==> src/include/sccl_pkg.sv <==
// constants of the smart card character link block
package sccl_pkg;
	// ************************************************************
	// register map (byte addresses)
	// ************************************************************
	localparam logic [7:0] OFF_CTRL = 8'h00;
	localparam logic [7:0] OFF_FD   = 8'h04;
	localparam logic [7:0] OFF_TX   = 8'h08;
	localparam logic [7:0] OFF_RX   = 8'h0c;
	localparam logic [7:0] OFF_STAT = 8'h10;
	localparam logic [7:0] OFF_SEC  = 8'h14;
	// ************************************************************
	// field positions
	// ************************************************************
	localparam int CTRL_INV   = 0;
	localparam int CTRL_MSB   = 1;
	localparam int CTRL_T0    = 2;
	localparam int CTRL_SPEC  = 3;
	localparam int FD_DLOG_LO = 16;
	localparam int ST_RXV     = 0;
	localparam int ST_TXP     = 1;
	localparam int ST_PERR    = 2;
	localparam int ST_NACK    = 3;
	localparam int ST_COLD    = 4;
	localparam int ST_SPEC    = 5;
	localparam int ST_INRST   = 6;
	localparam int ST_CSTOP   = 7;
	// ************************************************************
	// reset values
	// ************************************************************
	localparam logic [3:0]  CTRL_RST = 4'h4;
	localparam logic [11:0] F_DFLT   = 12'h174;
	localparam logic [2:0]  DLOG_DFLT = 3'h0;
	// ************************************************************
	// bit positions inside a frame, in etu
	// ************************************************************
	localparam logic [3:0] BIT_START = 4'h0;
	localparam logic [3:0] BIT_PAR   = 4'h9;
	localparam logic [3:0] BIT_ERR   = 4'ha;
	localparam logic [3:0] BIT_GUARD = 4'hb;
	localparam logic [3:0] BIT_RETRY = 4'hc;
	typedef enum logic [1:0] {S_IDLE, S_RX, S_TX} sccl_state_e;
endpackage

==> src/rtl/sccl_top.sv <==
// card-side character link on the single i/o line, with apb registers
// Operation
// - first reset after power-up is cold
// - cold reset enters negotiable mode
// - any reset clears security status
// - warm reset may keep previous protocol and F/D
// - same answer framing after every warm reset
// - clock stop support shown in status
// - card always signals errors in T=0
// - exchange only after reset answer completes
// - line idles high, convention sets polarity
// - frame is start, 8 data, parity
// - parity makes ones count even
// - confirm start, sample at n plus half
// - guard time with line high between characters
// - bit order follows convention, msb byte first; the code takes the bit order from CTRL_MSB, separate from CTRL_INV
// - default 372/1, also 512/8 and 512/16
// - error pulse at 10.5, check at 11
// - start edges twelve etu apart
`timescale 1ns/1ps
module sccl_top #(
	parameter int  FW          = 12,
	parameter bit  CLK_STOP_OK = 1'b1
) (
	input  wire logic        core_clk,
	input  wire logic        rst,
	input  wire logic        clk_en,
	input  wire logic        psel,
	input  wire logic        penable,
	input  wire logic        pwrite,
	input  wire logic [7:0]  paddr,
	input  wire logic [31:0] pwdata,
	output logic             pready,
	output logic [31:0]      prdata,
	output logic             pslverr,
	input  wire logic        card_clk,
	input  wire logic        card_rst_n,
	input  wire logic        io_in,
	output logic             io_out,
	output logic             io_oe
);
	// ************************************************************
	// elaboration check
	// ************************************************************
	if (FW != 12) begin : g_fw_check
		$error("sccl_top: FW must be 12");
	end

	// ************************************************************
	// declarations
	// ************************************************************
	logic [2:0]         cclk_s, io_s, crst_s;
	logic               tick;
	sccl_pkg::sccl_state_e st_r;
	logic [3:0]         bit_r;
	logic [FW-1:0]      cyc_r;
	logic [FW-1:0]      etu;
	logic               mid, endb;
	logic [3:0]         ctrl_r;
	logic [FW-1:0]      f_r;
	logic [2:0]         dlog_r;
	logic [7:0]         txd_r, rxsh_r, rxd_r;
	logic               tx_pend_r, rxv_r, perr_r, nack_r, nack_now_r, bad_r;
	logic               seen_r, cold_r, spec_r;
	logic [31:0]        sec_r;
	logic               drive_r;
	logic               acc, wr, rd, rst_ev, in_rst, start_ev, line_bit;
	logic               tx_low, tx_bitv;
	logic [2:0]         tx_j;
	logic [31:0]        rd_mux;
	logic               unmapped;
	logic               pready_r, pslverr_r, io_oe_r;
	logic [31:0]        prdata_r;

	assign pready  = pready_r;
	assign prdata  = prdata_r;
	assign pslverr = pslverr_r;
	assign io_oe   = io_oe_r;
	assign io_out  = 1'b0;

	// ************************************************************
	// synchronisers: stage 0 feeds only stage 1
	// ************************************************************
	always_ff @(posedge core_clk or posedge rst) begin
		if (rst) begin
			cclk_s <= 3'h0;
			io_s   <= 3'h7;
			crst_s <= 3'h0;
		end else if (clk_en) begin
			cclk_s <= {cclk_s[1:0], card_clk};
			io_s   <= {io_s[1:0], io_in};
			crst_s <= {crst_s[1:0], card_rst_n};
		end
	end

	assign tick     = cclk_s[1] & ~cclk_s[2];
	assign in_rst   = ~crst_s[1];
	assign rst_ev   = crst_s[2] & ~crst_s[1];
	assign start_ev = io_s[2] & ~io_s[1];
	assign line_bit = io_s[1] ^ ctrl_r[sccl_pkg::CTRL_INV];

	// ************************************************************
	// etu timing
	// ************************************************************
	assign etu  = f_r >> dlog_r;
	// the first tick after a bit boundary is cycle one of the bit, so mid-bit is the (etu/2)th tick
	assign mid  = tick && (cyc_r == (etu >> 1) - 1'b1);
	assign endb = tick && (cyc_r == etu - 1'b1);

	// ************************************************************
	// apb slave: one wait state, then pready
	// ************************************************************
	assign acc = psel & penable & pready_r;
	assign wr  = acc & pwrite;
	assign rd  = acc & ~pwrite;

	always_comb begin
		rd_mux   = 32'h0;
		unmapped = 1'b0;
		if (paddr == sccl_pkg::OFF_CTRL) begin
			rd_mux[3:0] = ctrl_r;
		end else if (paddr == sccl_pkg::OFF_FD) begin
			rd_mux[FW-1:0] = f_r;
			rd_mux[sccl_pkg::FD_DLOG_LO +: 3] = dlog_r;
		end else if (paddr == sccl_pkg::OFF_TX) begin
			rd_mux[7:0] = txd_r;
		end else if (paddr == sccl_pkg::OFF_RX) begin
			rd_mux[7:0] = rxd_r;
		end else if (paddr == sccl_pkg::OFF_STAT) begin
			rd_mux[sccl_pkg::ST_RXV]   = rxv_r;
			rd_mux[sccl_pkg::ST_TXP]   = tx_pend_r;
			rd_mux[sccl_pkg::ST_PERR]  = perr_r;
			rd_mux[sccl_pkg::ST_NACK]  = nack_r;
			rd_mux[sccl_pkg::ST_COLD]  = cold_r;
			rd_mux[sccl_pkg::ST_SPEC]  = spec_r;
			rd_mux[sccl_pkg::ST_INRST] = in_rst;
			rd_mux[sccl_pkg::ST_CSTOP] = CLK_STOP_OK;
		end else if (paddr == sccl_pkg::OFF_SEC) begin
			rd_mux = sec_r;
		end else begin
			unmapped = 1'b1;
		end
	end

	always_ff @(posedge core_clk or posedge rst) begin
		if (rst) begin
			pready_r  <= 1'b0;
			prdata_r  <= 32'h0;
			pslverr_r <= 1'b0;
		end else if (clk_en) begin
			pready_r  <= psel & penable & ~pready_r;
			pslverr_r <= psel & penable & ~pready_r & unmapped;
			if (psel & penable & ~pready_r) begin
				prdata_r <= rd_mux;
			end
		end
	end

	// ************************************************************
	// reset kind, mode and transmission parameters
	// ************************************************************
	always_ff @(posedge core_clk or posedge rst) begin
		if (rst) begin
			seen_r <= 1'b0;
			cold_r <= 1'b1;
			spec_r <= 1'b0;
			f_r    <= sccl_pkg::F_DFLT;
			dlog_r <= sccl_pkg::DLOG_DFLT;
		end else if (clk_en) begin
			if (rst_ev) begin
				seen_r <= 1'b1;
				cold_r <= ~seen_r;
				if (~seen_r | ~ctrl_r[sccl_pkg::CTRL_SPEC]) begin
					// negotiable: back to default factors
					spec_r <= 1'b0;
					f_r    <= sccl_pkg::F_DFLT;
					dlog_r <= sccl_pkg::DLOG_DFLT;
				end else begin
					spec_r <= 1'b1;  // factors kept from last session
				end
			end else if (wr && paddr == sccl_pkg::OFF_FD && !spec_r) begin
				// specific mode locks the factors so warm resets repeat them
				f_r    <= pwdata[FW-1:0];
				dlog_r <= pwdata[sccl_pkg::FD_DLOG_LO +: 3];
			end
		end
	end

	// convention bits survive every card reset, so warm answers match
	always_ff @(posedge core_clk or posedge rst) begin
		if (rst) begin
			ctrl_r <= sccl_pkg::CTRL_RST;
		end else if (clk_en && wr && paddr == sccl_pkg::OFF_CTRL) begin
			ctrl_r <= pwdata[3:0];
		end
	end

	always_ff @(posedge core_clk or posedge rst) begin
		if (rst) begin
			sec_r <= 32'h0;
		end else if (clk_en) begin
			if (rst_ev) begin
				sec_r <= 32'h0;
			end else if (wr && paddr == sccl_pkg::OFF_SEC) begin
				sec_r <= pwdata;
			end
		end
	end

	// ************************************************************
	// transmit frame bits
	// ************************************************************
	assign tx_j    = 3'(bit_r - 4'h1);
	assign tx_bitv = (bit_r == sccl_pkg::BIT_PAR) ? ^txd_r :
		(ctrl_r[sccl_pkg::CTRL_MSB] ? txd_r[3'h7 - tx_j] : txd_r[tx_j]);
	assign tx_low  = (bit_r == sccl_pkg::BIT_START) ? 1'b1 :
		(bit_r <= sccl_pkg::BIT_PAR) ? ~(tx_bitv ^ ctrl_r[sccl_pkg::CTRL_INV]) : 1'b0;

	// ************************************************************
	// character state machine
	// ************************************************************
	always_ff @(posedge core_clk or posedge rst) begin
		if (rst) begin
			st_r       <= sccl_pkg::S_IDLE;
			bit_r      <= 4'h0;
			cyc_r      <= '0;
			rxsh_r     <= 8'h0;
			bad_r      <= 1'b0;
			drive_r    <= 1'b0;
			nack_now_r <= 1'b0;
		end else if (clk_en) begin
			if (in_rst) begin
				// transmission only starts once the terminal releases reset
				st_r    <= sccl_pkg::S_IDLE;
				drive_r <= 1'b0;
			end else begin
				if (st_r != sccl_pkg::S_IDLE && tick) begin
					if (endb) begin
						cyc_r <= '0;
						bit_r <= bit_r + 4'h1;
					end else begin
						cyc_r <= cyc_r + 1'b1;
					end
				end
				case (st_r)
					sccl_pkg::S_IDLE: begin
						drive_r <= 1'b0;
						if (start_ev) begin
							st_r  <= sccl_pkg::S_RX;  // fresh etu count
							bit_r <= 4'h0;
							cyc_r <= '0;
							bad_r <= 1'b0;
						end else if (tx_pend_r && io_s[1]) begin
							st_r       <= sccl_pkg::S_TX;
							bit_r      <= 4'h0;
							cyc_r      <= '0;
							nack_now_r <= 1'b0;
						end
					end
					sccl_pkg::S_RX: begin
						if (mid && bit_r == sccl_pkg::BIT_START && line_bit != ctrl_r[sccl_pkg::CTRL_INV]) begin
							st_r <= sccl_pkg::S_IDLE;  // glitch, start not confirmed
						end else if (mid && bit_r != sccl_pkg::BIT_START && bit_r < sccl_pkg::BIT_PAR) begin
							rxsh_r <= ctrl_r[sccl_pkg::CTRL_MSB] ? {rxsh_r[6:0], line_bit}
								: {line_bit, rxsh_r[7:1]};
						end else if (mid && bit_r == sccl_pkg::BIT_PAR) begin
							bad_r <= ^{rxsh_r, line_bit};
						end else if (mid && bit_r == sccl_pkg::BIT_ERR) begin
							if (bad_r && ctrl_r[sccl_pkg::CTRL_T0]) begin
								drive_r <= 1'b1;  // error pulse 10.5 to 12 etu
							end else begin
								st_r <= sccl_pkg::S_IDLE;
							end
						end else if (endb && bit_r == sccl_pkg::BIT_GUARD) begin
							drive_r <= 1'b0;
							st_r    <= sccl_pkg::S_IDLE;
						end
					end
					sccl_pkg::S_TX: begin
						drive_r <= tx_low;
						if (endb && bit_r == sccl_pkg::BIT_ERR) begin
							// line check at 11 etu
							nack_now_r <= ~io_s[1] & ctrl_r[sccl_pkg::CTRL_T0];
						end else if (endb && bit_r == sccl_pkg::BIT_GUARD && !nack_now_r) begin
							st_r <= sccl_pkg::S_IDLE;  // next start no sooner than 12 etu
						end else if (endb && bit_r == sccl_pkg::BIT_RETRY) begin
							// repeat at 13 etu, 2 etu after the
							bit_r      <= 4'h0;
							nack_now_r <= 1'b0;
						end
					end
					default: st_r <= sccl_pkg::S_IDLE;
				endcase
			end
		end
	end

	always_ff @(posedge core_clk or posedge rst) begin
		if (rst) begin
			io_oe_r <= 1'b0;
		end else if (clk_en) begin
			io_oe_r <= drive_r & ~in_rst;
		end
	end

	// ************************************************************
	// data and status flags: a hardware set beats a software clear
	// ************************************************************
	logic rx_done, tx_done, nack_set, perr_set;
	assign rx_done  = ~in_rst && st_r == sccl_pkg::S_RX && mid && bit_r == sccl_pkg::BIT_ERR
		&& !(bad_r && ctrl_r[sccl_pkg::CTRL_T0]);
	assign perr_set = ~in_rst && st_r == sccl_pkg::S_RX && mid && bit_r == sccl_pkg::BIT_ERR && bad_r;
	assign tx_done  = ~in_rst && st_r == sccl_pkg::S_TX && endb && bit_r == sccl_pkg::BIT_GUARD && !nack_now_r;
	assign nack_set = ~in_rst && st_r == sccl_pkg::S_TX && endb && bit_r == sccl_pkg::BIT_ERR
		&& ~io_s[1] && ctrl_r[sccl_pkg::CTRL_T0];

	always_ff @(posedge core_clk or posedge rst) begin
		if (rst) begin
			txd_r     <= 8'h0;
			tx_pend_r <= 1'b0;
		end else if (clk_en) begin
			if (rst_ev) begin
				tx_pend_r <= 1'b0;
			end else if (wr && paddr == sccl_pkg::OFF_TX && !tx_pend_r) begin
				txd_r     <= pwdata[7:0];
				tx_pend_r <= 1'b1;
			end else if (tx_done) begin
				tx_pend_r <= 1'b0;
			end
		end
	end

	always_ff @(posedge core_clk or posedge rst) begin
		if (rst) begin
			rxd_r  <= 8'h0;
			rxv_r  <= 1'b0;
			perr_r <= 1'b0;
			nack_r <= 1'b0;
		end else if (clk_en) begin
			if (rx_done) begin
				rxd_r <= rxsh_r;
				rxv_r <= 1'b1;
			end else if (rd && paddr == sccl_pkg::OFF_RX) begin
				rxv_r <= 1'b0;
			end
			if (perr_set) begin
				perr_r <= 1'b1;
			end else if (wr && paddr == sccl_pkg::OFF_STAT && pwdata[sccl_pkg::ST_PERR]) begin
				perr_r <= 1'b0;
			end
			if (nack_set) begin
				nack_r <= 1'b1;
			end else if (wr && paddr == sccl_pkg::OFF_STAT && pwdata[sccl_pkg::ST_NACK]) begin
				nack_r <= 1'b0;
			end
		end
	end

endmodule // sccl_top

==> config.mk <==
export PLATFORM = sky130hd
export DESIGN_NAME = sccl_top
export DESIGN_NICKNAME = d
export VERILOG_FILES = /design/src/include/sccl_pkg.sv /design/src/rtl/sccl_top.sv
export SDC_FILE = /design/constraint.sdc
export NUM_CORES = 1
export LEC_CHECK = 0
export BUFFER_PORTS_ARGS = -buffer_cell sky130_fd_sc_hd__buf_2
export CORE_UTILIZATION = 51
export DETAILED_ROUTE_END_ITERATION = 12
export PLACE_DENSITY = 0.7
export SLEW_MARGIN = 20
export SYNTH_ARGS = -nofsm -noshare
export SYNTH_HDL_FRONTEND = slang
export SYNTH_SLANG_ARGS = --single-unit
export TNS_END_PERCENT = 30
==> constraint.sdc <==
create_clock -name core_clk -period 13 [get_ports core_clk]
set_input_delay 1.3 -clock core_clk [delete_from_list [all_inputs] [get_ports core_clk]]
set_output_delay 1.3 -clock core_clk [all_outputs]
set_load 0.02 [all_outputs]
==> results of run 1 <==
[cell usage in the layout (no fill, tap or decap), types with 5 or more instances in the layout]
cell type,netlist,layout
a211o_1,8,8
a211oi_1,9,9
a21o_1,6,6
a21oi_1,43,43
a221oi_1,12,12
a22o_1,34,34
a22oi_1,12,12
and2_1,7,7
and3_1,9,9
buf_2,6,83
buf_4,5,9
clkbuf_16,0,17
dfrtp_1,137,137
dfstp_2,10,10
ha_1,11,11
inv_1,28,27
inv_6,0,5
mux2_2,29,29
mux2_4,8,8
mux2i_1,18,18
mux4_2,14,14
nand2_1,117,117
nand2b_1,14,14
nand3_1,27,27
nand4_1,11,11
nor2_1,63,62
nor3_1,23,23
nor4_1,5,5
o21ai_0,71,71
o22ai_1,9,9
or2_2,7,7
xnor2_1,32,32
xor2_1,6,6
[worst max-delay path, cell delays in order (launching register included)]
cell       delay (ns)
dfrtp_1          0.88
mux4_2           0.42
mux2_2           0.31
inv_2            0.08
ha_1             0.32
nand2_2          0.10
a211o_1          0.33
xnor2_1          0.14
a2111oi_1        0.60
o2111a_1         0.35
nand2_2          0.10
nor3b_4          0.56
mux2_4           0.36
[cell families after synthesis]
group | after synthesis | share of synthesized area
flip-flops | 147 | 0.4220
multiplexers | 71 | 0.1119
buffers and inverters | 87 | 0.04135
XOR/XNOR | 40 | 0.04320
adder cells (fa/ha/maj) | 11 | 0.01574
other | 1 | 0.0004288
AND/OR/NAND/NOR | 305 | 0.1631
AO/OA/AOI/OAI | 255 | 0.2023
[routing by layer]
layer  global-route usage  vias to the layer above  wire length (um)
li1                     -                     3464                 -
met1               0.3838                     3590             10400
met2               0.4183                      263             10750
met3              0.05287                       40              1336
met4              0.07727                        0               477
met5                    0                        -                 0
[sequential cells by signal (all words and copies together), names as in the netlist, 2 cells and up]
register and count:
txd_r 8, crst_s 3, f_r 12, rxsh_r 8
prdata 32, io_s 3, rxd_r 8, sec_r 32
ctrl_r 4, st_r 2, cclk_s 3, bit_r 4
dlog_r 3, cyc_r 12
[power groups by stage]
| stage | Combinational, mW | Clock [mW] | Sequential (mW) |
|---|---|---|---|
| floorplan | 0.543 | 0 | 0.543 |
| global placement | 0.647 | 0 | 0.580 |
| detailed placement | 0.654 | 0 | 0.580 |
| CTS | 0.657 | 0.517 | 0.572 |
| global route | 0.723 | 0.536 | 0.581 |
| finish | 0.664 | 0.507 | 0.574 |
[metrics by stage]
step / area, um2 / cells
2_1_floorplan: 8746 / 917
3_3_place_gp: 9275 / 1173
3_5_place_dp: 9275 / 1173
4_1_cts: 9888 / 1205
5_1_grt: 9888 / 1205
6_report: 9888 / 1205
[worst min-delay path by stage]
| stage | end | slack (ns) | cells after the start |
|---|---|---|---|
| 6_report | cold_r$_DFFE_PP1P_ | 0.47 | 1 |
| 3_5_place_dp | cold_r$_DFFE_PP1P_ | 0.46 | 1 |
| 3_3_place_gp | cold_r$_DFFE_PP1P_ | 0.43 | 1 |
| 5_1_grt | rxv_r$_DFFE_PP0P_ | 0.50 | 1 |
| 2_1_floorplan | cold_r$_DFFE_PP1P_ | 0.42 | 1 |
| 4_1_cts | cold_r$_DFFE_PP1P_ | 0.47 | 1 |
[area by class of cell]
class	count	area (um2)	share of cell area
well taps	220	275.3	0.02784
multi-input cells	683	4705	0.4758
repair buffers	92	483.0	0.04884
inverters	31	121.4	0.01227
flip-flops and latches	147	3691	0.3733
clock buffers	17	425.4	0.04302
clock inverters	15	187.7	0.01898
==> metrics, run 1 <==
first-pass GRT wire length=37,300 um; Rel. slew slack=0.3726; post-synthesis register bit count=147; pins over their slew limit=0; share of the synthesized area in the top cell type=0.3920; drt pass-1 iters=5; via count=7,357; RSZ-0062 raised after global routing=false; layout cell share with drive strength beyond 1=0.2132; Cell Area, Synth=8746 um2; worst flop-to-flop path endpoint=rxd_r[0]$_DFFE_PP0P_; logic gate share of total power=0.381; Post-synth ARST share=1.000; drt wl/cell=19.05 um; num rows=47; Setup Skew=0.009321 ns; final period utilization=0.3591; DIE WIDTH=133.0 um; Setup crit end kind=flip-flop; Synth top cells by count=137 x dfrtp_1, 117 x nand2_1, 71 x o21ai_0; post-route ant nets=0; ys flop type=dfrtp_1; CTS tree=built; total grt overflow=0; Ports=85; DP Wirelength=16,260 um; CP Launch Type=flip-flop; WHS=0.4703 ns; Worst setup startpoint=dlog_r[1]$_DFFE_PP0P_; FF-to-FF Start=dlog_r[1]$_DFFE_PP0P_; Switching Share=0.3896; pin count of the biggest net entering global routing=81; Lkg Pwr=4.301 nW; r2r setup slk=8.33 ns; Vias/cell=6.105; CP Max Fanout=25; Yosys top cell by area=dfrtp_1; clock power share=0.290; Yosys Warn Count=0; Min-Delay Path Class=flip-flop to flip-flop; max cap viols=0; Max Fclk=214.2 MHz; Synth Instances=917; die footprint=17,680 um2; initial antenna violation count=0; CP Class=flip-flop to flip-flop; CP Data Arrival Time=4.98 ns; Initial Util=0.5255; outcome=finished clean; Final Util=0.5942; Port Buffers=83; Setup WS post-layout=8.332 ns; Iter 0 DRT Violations=713; syn nets=977; VDD IR max=0.1204 mV; power consumption=1.745 mW; vias in the first global route=6,934; leading post-synthesis cells by cell area=dfrtp_1 39%, nand2_1 5.0%, o21ai_0 4.1%; Placement Setup Slack=8.398 ns; Final Hold Violating Endpoints=0; register share of total power=0.329; # nets final=1,032; gp weighted congestion=0.9312; Die H=133.0 um; Power Density=176.5 nW/um2; Post-CTS Hold Buffers=0; Skew-Pair Late Insertion Delay=0.43 ns; Layout area overhead=13.06%; crit path time final=4.668 ns; CTS resizes=0; number of flops mapped to enable cells by yosys=0; Psw=679.8 uW; Pint=1.065 mW; crit path capture=rxd_r[0]$_DFFE_PP0P_; Worst Reg-to-Reg Cells=12; Clock Pin Slew Worst Setup and Hold Paths=0.06 ns; worst-margin pin slew=0.9377 ns; htree depth=4; setup_tns=0 ns; Worst EP required=13.31 ns; core area=16,640 um2; most numerous cell in the Yosys netlist=dfrtp_1; clk sinks=147; Tot GR Track Use=0.2698; Syn Area/Cell=9.538 um2; n_diodes=0; final setup fails=0; library cells used by synthesis=79; Setup Fix Bufs, Post-CTS=0; Fillers=1,455; hold_sp=seen_r$_DFFE_PP0P_; Clk Tree Root Cell=clkbuf_16; number of remaining DRC errors=0; sequential-to-total area share from yosys stat=0.4220; final wirelength=22,960 um; Clock Path Buffers=2; number of buffers created by CTS=17
No activity file was read; power rests on OpenSTA's default activity.
==> run 2, diff against run 1 <==
Settings changed: ABC_AREA from default to 1.
Clock period 13 ns to 4.8 ns, I/O delays scaled along.
==> metrics, run 2 <==
placed insts=1,496 (+28%); Setup WS post-layout=1.204 ns (-7.128 ns); Initial Util=0.5198 (-0.005711); Yosys top cell by area=dfrtp_1; Setup Skew=0.009005 ns (-0.0003153 ns); CP Launch Type=flip-flop; register share of total power=0.323 (-0.006); Yosys Warn Count=0 (unchanged); Cell Area, Synth=8929 um2 (+2.1%); Final Util=0.5879 (-0.006316); drt wl/cell=15.81 um (-17%); Switching Share=0.4425 (+0.05293); Psw=2.177 mW (+220%); sequential-to-total area share from yosys stat=0.4134 (-0.008635); post-synthesis register bit count=147 (unchanged); initial antenna violation count=0 (unchanged); power consumption=4.919 mW (+180%); most numerous cell in the Yosys netlist=nand2_1; vias in the first global route=7,899 (+14%); Final Hold Violating Endpoints=0 (unchanged); logic gate share of total power=0.423 (+0.042); max cap viols=0 (unchanged); Placement Setup Slack=1.265 ns (-7.132 ns); first-pass GRT wire length=39,630 um (+6.2%); final setup fails=0 (unchanged); Setup crit end kind=flip-flop; RSZ-0062 raised after global routing=false; CP Data Arrival Time=3.90 ns (-1.08 ns); Iter 0 DRT Violations=743 (+4.2%); Tot GR Track Use=0.2802 (+0.01039); Clk Tree Root Cell=clkbuf_16; gp weighted congestion=1.016 (+9.1%); Synth top cells by count=342 x nand2_1, 146 x inv_1, 137 x dfrtp_1; clock power share=0.254 (-0.036); Port Buffers=83 (unchanged); Min-Delay Path Class=primary input to flip-flop; Ports=85 (unchanged); number of buffers created by CTS=17 (unchanged); Layout area overhead=13.09% (about the same); Skew-Pair Late Insertion Delay=0.43 ns (about the same); number of remaining DRC errors=0 (unchanged); leading post-synthesis cells by cell area=dfrtp_1 38%, nand2_1 14%, o21ai_0 7.1%; Post-synth ARST share=1.000 (unchanged); commonest non-fill, non-tap cells in the layout=342 x nand2_1, 145 x inv_1, 137 x dfrtp_1; pin count of the biggest net entering global routing=114 (+41%); share of the synthesized area in the top cell type=0.3840 (-0.008020); core area=17,180 um2 (+3.2%); die footprint=18,040 um2 (+2.1%); syn nets=1,278 (+31%); Lkg Pwr=4.897 nW (+14%); VDD IR max=0.3196 mV (+170%); CTS tree=built; DP Wirelength=17,680 um (+8.7%); crit path time final=3.596 ns (-1.072 ns); Die H=134.3 um (+1.0%); pins over their slew limit=0 (unchanged); Synth Instances=1,218 (+33%); Setup Fix Bufs, Post-CTS=0 (unchanged); final period utilization=0.7492 (+0.3901); Post-CTS Hold Buffers=0 (unchanged); final wirelength=24,190 um (+5.4%); n_diodes=0 (unchanged); num rows=48 (+2.1%); Clock Pin Slew Worst Setup and Hold Paths=0.07 ns (about the same); ys flop type=dfrtp_1; DIE WIDTH=134.3 um (+1.0%); layout cell share with drive strength beyond 1=0.1533 (-0.05994); Syn Area/Cell=7.331 um2 (-23%); Pint=2.742 mW (+160%); total grt overflow=0 (unchanged); CP Max Fanout=14 (-44%); Power Density=487.2 nW/um2 (+180%); CP Class=flip-flop to flip-flop; number of flops mapped to enable cells by yosys=0 (unchanged); Vias/cell=5.465 (-10%); worst-margin pin slew=0.9547 ns (+0.01704 ns); clk sinks=147 (unchanged); setup_tns=0 ns (unchanged); final cell count without fillers=1,530 (+27%); Max Fclk=278.1 MHz (+30%); via count=8,362 (+14%); library cells used by synthesis=49 (-38%); drt pass-1 iters=5 (unchanged); htree depth=4 (unchanged); Clock Path Buffers=2 (unchanged); CTS resizes=0 (unchanged); Worst EP required=5.10 ns (-8.21 ns); Rel. slew slack=0.3593 (-0.01332); r2r setup slk=1.20 ns (-7.13 ns); outcome=finished clean; # nets final=1,352 (+31%); commonest non-fill, non-tap cell in the layout=nand2_1; post-route ant nets=0 (unchanged)
-- run 2: changes by cell type in the layout (fill, tap and decap cells not counted), moves of 17 or more --
cell and change:
nand2_1 +225, inv_1 +118, nand3_1 +74, o21ai_0 +56, a22o_1 -33, mux2_2 -27
mux2i_1 -18, xnor2_1 -17, xor2_1 +17
-- run 2: final cells by class --
cell class                 instances  area [um2]
clock buffer                      21       450.4
clock inverter                    11       96.34
fill                            1612        7079
inverter                         154       585.6
multi-input combinational        876        4457
sequential                       147        3691
tap                              225       281.5
timing repair buffer              96       535.5
-- run 2: logic make-up (layout without fill, tap and decap cells) --
logic type	after synthesis	after routing	synth area share
AO/OA/AOI/OAI	217	217	0.1355
multiplexers	2	2	0.002522
AND/OR/NAND/NOR	607	607	0.3080
adder cells (fa/ha/maj)	11	11	0.01541
buffers and inverters	195	282	0.08744
flip-flops	147	147	0.4134
XOR/XNOR	38	38	0.03728
other	1	1	0.0004200
-- run 2: critical path, cell delays in order (launching register included) --
cell and delay, ns:
dfrtp_1 0.59, inv_2 0.22, nand2_1 0.13, nand3_1 0.11, nand2_1 0.13, nand2_1 0.07, nand2_2 0.15, ha_1 0.27
nand3_1 0.14, inv_1 0.13, nand3_1 0.16, nor2_1 0.16, nand2_1 0.07, nand2_1 0.09, nand4_1 0.19, nor2_2 0.20
nand2_2 0.11, nand3_2 0.21, inv_1 0.16, nand3_1 0.10, o21ai_0 0.07
-- run 2: final timing paths --
check	from	end	cells past startpoint
worst max-delay path	dlog_r[0]$_DFFE_PP0P_	cyc_r[2]$_DFFE_PP0P_	20
worst min-delay path	card_rst_n	crst_s[0]$_DFFE_PP0P_	3
worst max register to register	dlog_r[0]$_DFFE_PP0P_	cyc_r[2]$_DFFE_PP0P_	20
worst min register to register	seen_r$_DFFE_PP0P_	seen_r$_DFFE_PP0P_	2
max in group asynchronous	rst	io_s[2]$_DFFE_PP1P_	4
min in group asynchronous	rst	prdata[14]$_DFFE_PP0P_	3
-- run 2: routing by layer --
| layer | part of all wire | global-route usage | vias to the layer above |
|---|---|---|---|
| met5 | 0 | 0 | - |
| met4 | 0.024 | 0.09988 | 0 |
| met3 | 0.057 | 0.05442 | 44 |
| met2 | 0.45 | 0.4416 | 284 |
| met1 | 0.47 | 0.3841 | 3945 |
| li1 | - | - | 4089 |
-- run 2: power groups by stage --
stage	Clock (mW)	Sequential (mW)	Combinational [mW]
3_3_place_gp	0	1.60	2.02
4_1_cts	1.27	1.58	2.04
3_5_place_dp	0	1.60	2.02
5_1_grt	1.32	1.61	2.33
6_report	1.25	1.59	2.08
2_1_floorplan	0	1.51	1.66
-- run 2: metrics by stage --
stage / instance area, um2 / hold WS (ns)
final: 10100 / 0.2452
after detailed placement: 9513 / 0.4423
after CTS: 10060 / 0.2301
after global placement: 9513 / 0.4351
after global routing: 10100 / 0.2458
after floorplan: 8929 / 0.4225
